$ cat config.mk
export PLATFORM = sky130hd
export DESIGN_NAME = match_timer_channel
export DESIGN_NICKNAME = d
export VERILOG_FILES = /design/src/hw/match_timer_pkg.sv /design/src/hw/count_tick_gen.sv /design/src/hw/match_timer_channel.sv
export SDC_FILE = /design/constraint.sdc
export NUM_CORES = 1
export LEC_CHECK = 0
export BUFFER_PORTS_ARGS = -buffer_cell sky130_fd_sc_hd__buf_2
export CORE_MARGIN = 10
export CORE_UTILIZATION = 60
export DETAILED_ROUTE_END_ITERATION = 7
export PLACE_DENSITY = 0.8
export SLEW_MARGIN = 0
export SYNTH_ARGS = -nofsm -noshare
export SYNTH_HDL_FRONTEND = slang
export SYNTH_HIERARCHICAL = 1
export SYNTH_SLANG_ARGS = --single-unit
$ cat constraint.sdc
create_clock -name ref_clk -period 10.8 [get_ports ref_clk]
set_clock_uncertainty 0.1 [all_clocks]
set_input_delay 3.24 -clock ref_clk [delete_from_list [all_inputs] [get_ports ref_clk]]
set_output_delay 3.24 -clock ref_clk [all_outputs]
set_load 0.02 [all_outputs]
$ cat src/hw/match_timer_pkg.sv
/*
 * Package for the compare/capture timer channel: register map, field
 * positions, reset values, prescaler divisors and the bus carrier struct.
 * Assumes a single 100 MHz clock and a 16-bit register port.
 */
package match_timer_pkg;

   // ------------------------------------------------------------------
   // Register map
   // ------------------------------------------------------------------
   localparam logic [15:0] OFS_RUN_CTRL    = 16'hf030;
   localparam logic [15:0] OFS_CLK_CTRL    = 16'hf040;
   localparam logic [15:0] OFS_MODE_CTRL   = 16'hf041;
   localparam logic [15:0] OFS_IRQ_ENABLE  = 16'hf044;
   localparam logic [15:0] OFS_EVT_STATUS  = 16'hf045;
   localparam logic [15:0] OFS_COUNTER     = 16'hf046;
   localparam logic [15:0] OFS_COMPARE     = 16'hf048;

   // ------------------------------------------------------------------
   // Field positions
   // ------------------------------------------------------------------
   localparam int RUN_BIT_POS       = 1;
   localparam int MATCH_A_POS       = 0;
   localparam int CAPTURE_MODE_POS  = 0;
   localparam int CLR_HI_POS        = 6;
   localparam int CLR_LO_POS        = 5;
   localparam int EDGE_HI_POS       = 4;
   localparam int EDGE_LO_POS       = 3;
   localparam int PSC_HI_POS        = 2;
   localparam int PSC_LO_POS        = 0;

   localparam logic [1:0] CLEAR_ON_MATCH = 2'h1;
   localparam logic [1:0] EDGE_RISING    = 2'h0;
   localparam logic [2:0] PSC_DIV256     = 3'h6;

   // ------------------------------------------------------------------
   // Reset values and the count step
   // ------------------------------------------------------------------
   localparam logic [15:0] COUNTER_RESET = 16'h0000;
   localparam logic [15:0] COMPARE_RESET = 16'hffff;
   localparam logic [7:0]  BYTE_RESET    = 8'h00;
   localparam logic [15:0] COUNT_STEP    = 16'h0001;

   // Prescaler divisors, indexed by the three select bits.
   localparam int PSC_WIDTH = 10;
   localparam logic [PSC_WIDTH-1:0] DIV_1    = 10'h000;
   localparam logic [PSC_WIDTH-1:0] DIV_4    = 10'h003;
   localparam logic [PSC_WIDTH-1:0] DIV_16   = 10'h00f;
   localparam logic [PSC_WIDTH-1:0] DIV_64   = 10'h03f;
   localparam logic [PSC_WIDTH-1:0] DIV_256  = 10'h0ff;
   localparam logic [PSC_WIDTH-1:0] DIV_1024 = 10'h3ff;

   typedef struct packed {
      logic [15:0] addr;
      logic [15:0] wdata;
      logic        wr;
      logic        rd;
   } bus_req_type;

endpackage : match_timer_pkg
$ cat src/hw/count_tick_gen.sv
/*
 * Prescaler: produces a one-cycle count enable from the system clock at
 * the selected division.  Assumes the select is stable or that a glitch
 * of one short period after a change is acceptable.
 */
`timescale 1ns/1ps

module count_tick_gen (
   input  wire logic       ref_clk,
   input  wire logic       reset,
   input  wire logic [2:0] div_sel,
   output logic            tick
);
   import match_timer_pkg::*;

   typedef struct packed {
      logic [PSC_WIDTH-1:0] cnt;
   } tick_state_type;

   tick_state_type s_r;
   tick_state_type s_nxt;
   logic [PSC_WIDTH-1:0] limit;

   // ------------------------------------------------------------------
   // Divider selection
   // ------------------------------------------------------------------
   function automatic logic [PSC_WIDTH-1:0] div_limit(input logic [2:0] sel);
      unique case (sel)
         3'h0: div_limit = DIV_1;
         3'h1: div_limit = DIV_4;
         3'h2: div_limit = DIV_16;
         3'h3: div_limit = DIV_64;
         3'h4: div_limit = DIV_1024;
         3'h5: div_limit = DIV_256;
         3'h6: div_limit = DIV_256;
         3'h7: div_limit = DIV_1024;
      endcase
   endfunction

   always_comb begin
      limit = div_limit(div_sel);
      s_nxt = s_r;
      tick  = (s_r.cnt >= limit);
      if (tick) begin
         s_nxt.cnt = '0;
      end else begin
         s_nxt.cnt = s_r.cnt + 10'h001;
      end
   end

   always_ff @(posedge ref_clk or posedge reset) begin
      if (reset) begin
         s_r <= '0;
      end else begin
         s_r <= s_nxt;
      end
   end

endmodule // count_tick_gen

$ cat src/hw/match_timer_channel.sv
/*
 * One channel of a 16-bit compare/capture timer with its register port.
 * Assumes a register master on the same clock; capture_in is an
 * asynchronous pin and passes a three-stage synchroniser.
 */
// The implementer's own choice: strobed register access.
`timescale 1ns/1ps

module match_timer_channel (
   input  wire logic                          ref_clk,
   input  wire logic                          reset,
   input  wire match_timer_pkg::bus_req_type  bus_req,
   output logic [15:0]                        rdata,
   input  wire logic                          capture_in,
   output logic                               match_a_irq_request
);
   import match_timer_pkg::*;

   typedef struct packed {
      logic [7:0]  shared_run_control;
      logic [7:0]  channel_clocking_control;
      logic [7:0]  mode_control;
      logic [7:0]  channel_irq_enable;
      logic        match_a_flag;
      logic        flag_seen_set;
      logic [15:0] channel_counter;
      logic [15:0] compare_capture_value;
      logic [15:0] rdata;
      logic [2:0]  cap_sync;
      logic        cap_prev;
      logic        tick_prev;
   } chan_state_type;

   chan_state_type s_r;
   chan_state_type s_nxt;
   logic           tick;
   logic           count_edge;
   logic           capture_event;
   logic           capture_mode;
   logic           run;
   logic           match;
   logic           cnt_moved;
   logic [15:0]    cnt_work;

   function automatic logic hit(input logic [15:0] a, input logic [15:0] o);
      hit = (a == o);
   endfunction

   // ------------------------------------------------------------------
   // Prescaler
   // ------------------------------------------------------------------
   // prescale divider select
   count_tick_gen u_tick (
      .ref_clk (ref_clk),
      .reset   (reset),
      .div_sel (s_r.channel_clocking_control[PSC_HI_POS:PSC_LO_POS]),
      .tick    (tick)
   );

   // ------------------------------------------------------------------
   // Next state
   // ------------------------------------------------------------------
   always_comb begin
      s_nxt = s_r;
      run = s_r.shared_run_control[RUN_BIT_POS];
      capture_mode = s_r.mode_control[CAPTURE_MODE_POS];

      // The tick is a one-cycle enable, so its rising and falling
      // versions are both single cycles; falling edge is one cycle later.
      // edge select
      unique case (s_r.channel_clocking_control[EDGE_HI_POS:EDGE_LO_POS])
         EDGE_RISING: count_edge = tick;
         2'h1:        count_edge = s_r.tick_prev;
         default:     count_edge = tick | s_r.tick_prev;
      endcase

      // Capture pin: stages 2 and 3 must agree before a rise counts.
      s_nxt.cap_sync = {s_r.cap_sync[1:0], capture_in};
      if (s_r.cap_sync[2] == s_r.cap_sync[1]) begin
         s_nxt.cap_prev = s_r.cap_sync[2];
      end
      capture_event = s_r.cap_sync[2] & (s_r.cap_sync[2] == s_r.cap_sync[1])
                      & ~s_r.cap_prev;
      s_nxt.tick_prev = tick;

      cnt_work  = s_r.channel_counter;
      cnt_moved = 1'b0;
      if (run && count_edge) begin
         cnt_moved = 1'b1;
         cnt_work  = s_r.channel_counter + COUNT_STEP;
         // clear on match
         // The counter rests on the compare value for one count period and
         // clears on the next count, so a match period is the value plus one.
         if (!capture_mode
             && s_r.channel_clocking_control[CLR_HI_POS:CLR_LO_POS] == CLEAR_ON_MATCH
             && hit(s_r.channel_counter, s_r.compare_capture_value)) begin
            cnt_work = COUNTER_RESET;
         end
      end
      if (bus_req.wr && bus_req.addr == OFS_COUNTER) begin
         cnt_moved = 1'b1;
         cnt_work  = bus_req.wdata;
      end
      // Only a count or a counter write can match, so a counter resting on the
      // compare value does not set the flag again right after a clear.
      match = !capture_mode && cnt_moved && hit(cnt_work, s_r.compare_capture_value);
      s_nxt.channel_counter = cnt_work;

      if (bus_req.wr && bus_req.addr == OFS_COMPARE) begin
         s_nxt.compare_capture_value = bus_req.wdata;
      end
      if (capture_mode && capture_event) begin
         s_nxt.compare_capture_value = s_r.channel_counter;
      end

      // Plain control writes.
      if (bus_req.wr) begin
         unique case (bus_req.addr)
            OFS_RUN_CTRL:   s_nxt.shared_run_control       = bus_req.wdata[7:0];
            OFS_CLK_CTRL:   s_nxt.channel_clocking_control = bus_req.wdata[7:0];
            OFS_MODE_CTRL:  s_nxt.mode_control             = bus_req.wdata[7:0];
            OFS_IRQ_ENABLE: s_nxt.channel_irq_enable       = bus_req.wdata[7:0];
            default: ;
         endcase
      end

      if (bus_req.rd && bus_req.addr == OFS_EVT_STATUS && s_r.match_a_flag) begin
         s_nxt.flag_seen_set = 1'b1;
      end
      if (bus_req.wr && bus_req.addr == OFS_EVT_STATUS
          && !bus_req.wdata[MATCH_A_POS] && s_r.flag_seen_set) begin
         s_nxt.match_a_flag  = 1'b0;
         s_nxt.flag_seen_set = 1'b0;
      end
      // set on compare; set wins over a clear in the same cycle.
      if (match || (capture_mode && capture_event)) begin
         s_nxt.match_a_flag = 1'b1;
      end

      // Read data, one cycle after the strobe. Unmapped reads give zero.
      s_nxt.rdata = '0;
      if (bus_req.rd) begin
         unique case (bus_req.addr)
            OFS_RUN_CTRL:   s_nxt.rdata = {8'h00, s_r.shared_run_control};
            OFS_CLK_CTRL:   s_nxt.rdata = {8'h00, s_r.channel_clocking_control};
            OFS_MODE_CTRL:  s_nxt.rdata = {8'h00, s_r.mode_control};
            OFS_IRQ_ENABLE: s_nxt.rdata = {8'h00, s_r.channel_irq_enable};
            OFS_EVT_STATUS: s_nxt.rdata = {15'h0000, s_r.match_a_flag};
            OFS_COUNTER:    s_nxt.rdata = s_r.channel_counter;
            OFS_COMPARE:    s_nxt.rdata = s_r.compare_capture_value;
            default: ;
         endcase
      end
   end

   always_ff @(posedge ref_clk or posedge reset) begin
      if (reset) begin
         s_r                       <= '0;
         s_r.compare_capture_value <= COMPARE_RESET;
         s_r.channel_counter       <= COUNTER_RESET;
      end else begin
         s_r <= s_nxt;
      end
   end

   // ------------------------------------------------------------------
   // Outputs
   // ------------------------------------------------------------------
   assign rdata = s_r.rdata;
   assign match_a_irq_request = s_r.match_a_flag & s_r.channel_irq_enable[MATCH_A_POS];

endmodule // match_timer_channel

==> results.cfg <==
[route]
count_of_routing_violations_after_the_opening_detailed_route_iteration = 337
detail_route.wirelength_um = 12900
drt_pre_antenna_iters = 6
wl_per_cell_um = 19.2
final_antenna_net_count = 0
via_per_inst = 6.24
drc = 0
num_vias = 4206

[grt]
antenna_found_initial = 0
grt_pass1_wl_um = 21300
grt_start_max_net_pins = 88
grt.overflow.total = 0
first_global_vias = 4265
globalRouteTotalUtil = 0.197

[min_path]
timing.hold.worst_path_depth = 0
min-delay-start = s_nxt[3]$_DFF_PP0_
hold_path.class = flip-flop to flip-flop
hold_path_end = s_nxt[4]$_DFF_PP0_

[synthesis]
post_synth_fa_ha_maj_area_fraction = 0.0249
synth_compound_area_frac = 0.105
synthesis.area_um2 = 5530
synthesis.instances = 541
synthSimpleGateAreaFrac = 0.155
synth.mux.area_fraction = 0.125
synth_enable_flop_cells = 0
postSynthAreaPerCell_um2 = 10.2
synthXorXnorAreaFrac = 0.0871
postSynth.asyncResetShare = 1.00
ys.flop_type = sky130_fd_sc_hd__dfrtp_1
combinational_family_with_the_most_area_after_synthesis = simple AND/OR/NAND/NOR gates
yosys_register_bits = 97
yosysSeqAreaShare = 0.443
syn-num-nets = 589
synth-warning-count = 6
synth_cell_type_count = 56

[clock_tree]
clkSinkCount = 97
worst_skew_pair.late_latency_ns = 0.37
cts-buffers-inserted = 9
clockBufferDepth = 2
cts_setup_buffers = 0
clockRootBuffer = sky130_fd_sc_hd__clkbuf_8
cts-htree-levels = 3
cts-resized-gates = 0
cts_tree = built
cts-hold-fix-buffers = 0
cts.reportedPaths.clkPinSlew_ns = 0.10

[cells_and_area]
layout-area-overhead-vs-synth_pct = 6.86
utilization = 0.668
post_route_cells_drive_above_1_share = 0.263
finish.net_count = 609
antennaDiodeCount = 0

[worst_setup_path]
cp_max_fo = 31
worstReg2RegStart = s_r[72]$_DFFE_PP0P_
worst_setup_path_start_kind = input port
worst_ep_arrival_time_ns = 6.13
reg_to_reg_end = s_r[54]$_DFFE_PP0P_
worst_path_most_repeated_cell = sky130_fd_sc_hd__o31ai_1
reg2reg_slack_ns = 6.20
cp.required_ns = 10.96
worstSetupEndpointType = flip-flop
cell_family_with_the_largest_share_of_critical_path_delay = simple AND/OR/NAND/NOR gates
r2r_cells = 16
cell_breakdown_of_the_critical_path = buf_2, or3_4, nor4_4, and3_1, buf_4, o31ai_1, xor2_1, nor4_2, nand4_1, o31ai_1
number_of_buffers_and_inverters_on_the_critical_path = 2
critPathMaxStageDelay_ns = 0.80
crit_type = input port to flip-flop
cpMaxStageDelayCell = sky130_fd_sc_hd__nor4_4

[sta]
min_period_over_period = 0.553
hold_ws_ns = 0.264
period_minus_slack_ns = 5.97
clock.fmax_ghz = 0.168
unrepaired_setup_endpoints_after_global_routing = false
setup_viol = 0
drv_slew = 0
worst_slew_pin_slew_ns = 1.08
finalHoldViolCount = 0
setup_tns_ns = 0
timing.max_slew.rel_slack = 0.278

[die]
num_rows = 34
starting_density = 0.625
io-pin-count = 54
die_width_um = 116
die_h_um = 116
core_um2 = 8850
design.die.area_um2 = 13500

[power]
power.density_cell_area_nw_per_um2 = 109
power.static_leakage_nw = 2.64
peak_supply_drop_mv = 0.0614

[placement]
finalWeightedCongestion = 0.917
detailedPlacementHpwl_um = 9110
portBuffers = 53

[run_status]
run_status = complete, no violations

[flow_run]
maxCapViolCount = 0
-- how the worst max path moves through the flow --
stage	start	end	cells after the start
finish	bus_req[25]	s_r[54]$_DFFE_PP0P_	10
floorplan	reset	capture_mode$_DFFE_PP0P_	1
CTS	bus_req[25]	s_r[54]$_DFFE_PP0P_	11
detailed placement	bus_req[25]	s_r[54]$_DFFE_PP0P_	11
global route	bus_req[25]	s_r[54]$_DFFE_PP0P_	11
global placement	bus_req[25]	s_r[54]$_DFFE_PP0P_	10
-- cells by family (layout without fill, tap and decap cells) --
group | count (synthesis) | count (layout)
simple gates | 167 | 167
flops | 97 | 97
compound gates | 86 | 86
mux | 63 | 63
buf+inv | 62 | 87
xor+xnor | 55 | 55
fa+ha+maj | 11 | 11
-- layer usage --
layer	vias to the layer above	global-route usage	part of all wire
li1	1936	-	-
met1	2089	0.245	0.40
met2	158	0.339	0.52
met3	23	0.0393	0.066
met4	0	0.0550	0.017
met5	-	0	0
-- Yosys cell counts, types with 2 or more instances --
| master | instances | area share |
|---|---|---|
| sky130_fd_sc_hd__a211oi_1 | 2 | 0.0027 |
| sky130_fd_sc_hd__a21boi_0 | 2 | 0.0027 |
| sky130_fd_sc_hd__a21o_1 | 2 | 0.0027 |
| sky130_fd_sc_hd__a21oi_1 | 19 | 0.017 |
| sky130_fd_sc_hd__a222oi_1 | 8 | 0.014 |
| sky130_fd_sc_hd__a22oi_1 | 10 | 0.014 |
| sky130_fd_sc_hd__a31oi_1 | 3 | 0.0034 |
| sky130_fd_sc_hd__and3_1 | 8 | 0.0091 |
| sky130_fd_sc_hd__and4_1 | 2 | 0.0032 |
| sky130_fd_sc_hd__buf_2 | 10 | 0.0091 |
| sky130_fd_sc_hd__buf_4 | 17 | 0.023 |
| sky130_fd_sc_hd__buf_6 | 3 | 0.0061 |
| sky130_fd_sc_hd__clkbuf_1 | 19 | 0.013 |
| sky130_fd_sc_hd__dfrtp_1 | 81 | 0.37 |
| sky130_fd_sc_hd__dfstp_2 | 16 | 0.076 |
| sky130_fd_sc_hd__ha_1 | 11 | 0.025 |
| sky130_fd_sc_hd__inv_1 | 12 | 0.0081 |
| sky130_fd_sc_hd__mux2_2 | 49 | 0.10 |
| sky130_fd_sc_hd__mux2i_1 | 14 | 0.025 |
| sky130_fd_sc_hd__nand2_1 | 58 | 0.039 |
| sky130_fd_sc_hd__nand2b_1 | 3 | 0.0034 |
| sky130_fd_sc_hd__nand3_1 | 12 | 0.011 |
| sky130_fd_sc_hd__nand4_1 | 14 | 0.016 |
| sky130_fd_sc_hd__nand4bb_1 | 3 | 0.0061 |
| sky130_fd_sc_hd__nor2_1 | 36 | 0.024 |
| sky130_fd_sc_hd__nor2b_1 | 3 | 0.0034 |
| sky130_fd_sc_hd__nor3_1 | 8 | 0.0072 |
| sky130_fd_sc_hd__nor4_1 | 3 | 0.0034 |
| sky130_fd_sc_hd__nor4b_1 | 2 | 0.0032 |
| sky130_fd_sc_hd__o21ai_0 | 16 | 0.014 |
| sky130_fd_sc_hd__o21ai_1 | 4 | 0.0036 |
| sky130_fd_sc_hd__o31ai_1 | 12 | 0.016 |
| sky130_fd_sc_hd__or3_1 | 3 | 0.0034 |
| sky130_fd_sc_hd__xnor2_1 | 34 | 0.054 |
| sky130_fd_sc_hd__xor2_1 | 21 | 0.033 |
-- where the power goes --
group | total [mW] | internal, mW | switching [mW]
combinational | 0.0289 | 0.0110 | 0.0179
sequential | 0.365 | 0.365 | 0.000847
clock | 0.251 | 0.116 | 0.134
total | 0.645 | 0.492 | 0.153
-- cells in the final DEF, fill, tap and decap left out, types with 4 or more instances in the layout --
cell / n
sky130_fd_sc_hd__mux2i_1: 14
sky130_fd_sc_hd__buf_4: 6
sky130_fd_sc_hd__a222oi_1: 8
sky130_fd_sc_hd__and3_1: 8
sky130_fd_sc_hd__nand2_1: 58
sky130_fd_sc_hd__ha_1: 11
sky130_fd_sc_hd__o31ai_1: 11
sky130_fd_sc_hd__a22oi_1: 10
sky130_fd_sc_hd__buf_2: 53
sky130_fd_sc_hd__xnor2_1: 34
sky130_fd_sc_hd__o21ai_0: 16
sky130_fd_sc_hd__nor2_1: 36
sky130_fd_sc_hd__dfstp_2: 16
sky130_fd_sc_hd__mux2_2: 49
sky130_fd_sc_hd__nand3_1: 12
sky130_fd_sc_hd__clkbuf_8: 10
sky130_fd_sc_hd__nand4_1: 14
sky130_fd_sc_hd__dfrtp_1: 81
sky130_fd_sc_hd__inv_1: 11
sky130_fd_sc_hd__o21ai_1: 4
sky130_fd_sc_hd__nor3_1: 8
sky130_fd_sc_hd__xor2_1: 21
sky130_fd_sc_hd__a21oi_1: 19
-- flip-flops by register name, indices dropped and copies added, names as in the netlist --
signal and cells:
u_tick/s_r 10, s_r 67, rdata 16, capture_mode 1, run 1, s_nxt 2
-- area by class of cell --
| class | instances | area [um^2] |
|---|---|---|
| flip-flops and latches | 97 | 2450 |
| repair buffers | 59 | 310 |
| fillers | 696 | 2940 |
| clock buffers | 10 | 138 |
| clock inverters | 6 | 72.6 |
| inverters | 12 | 46.3 |
| multi-input cells | 382 | 2760 |
| well taps | 108 | 135 |
-- metrics by stage --
step           worst slack (ns)  power (mW)  cells  cell area, um^2
2_1_floorplan              5.24       0.387    541             5530
3_3_place_gp               4.66       0.401    658             5700
3_5_place_dp               4.50       0.401    658             5700
4_1_cts                    4.89       0.650    674             5910
5_1_grt                    4.65       0.668    674             5910
6_report                   4.83       0.645    674             5910
No activity file was read; power rests on OpenSTA's default activity.
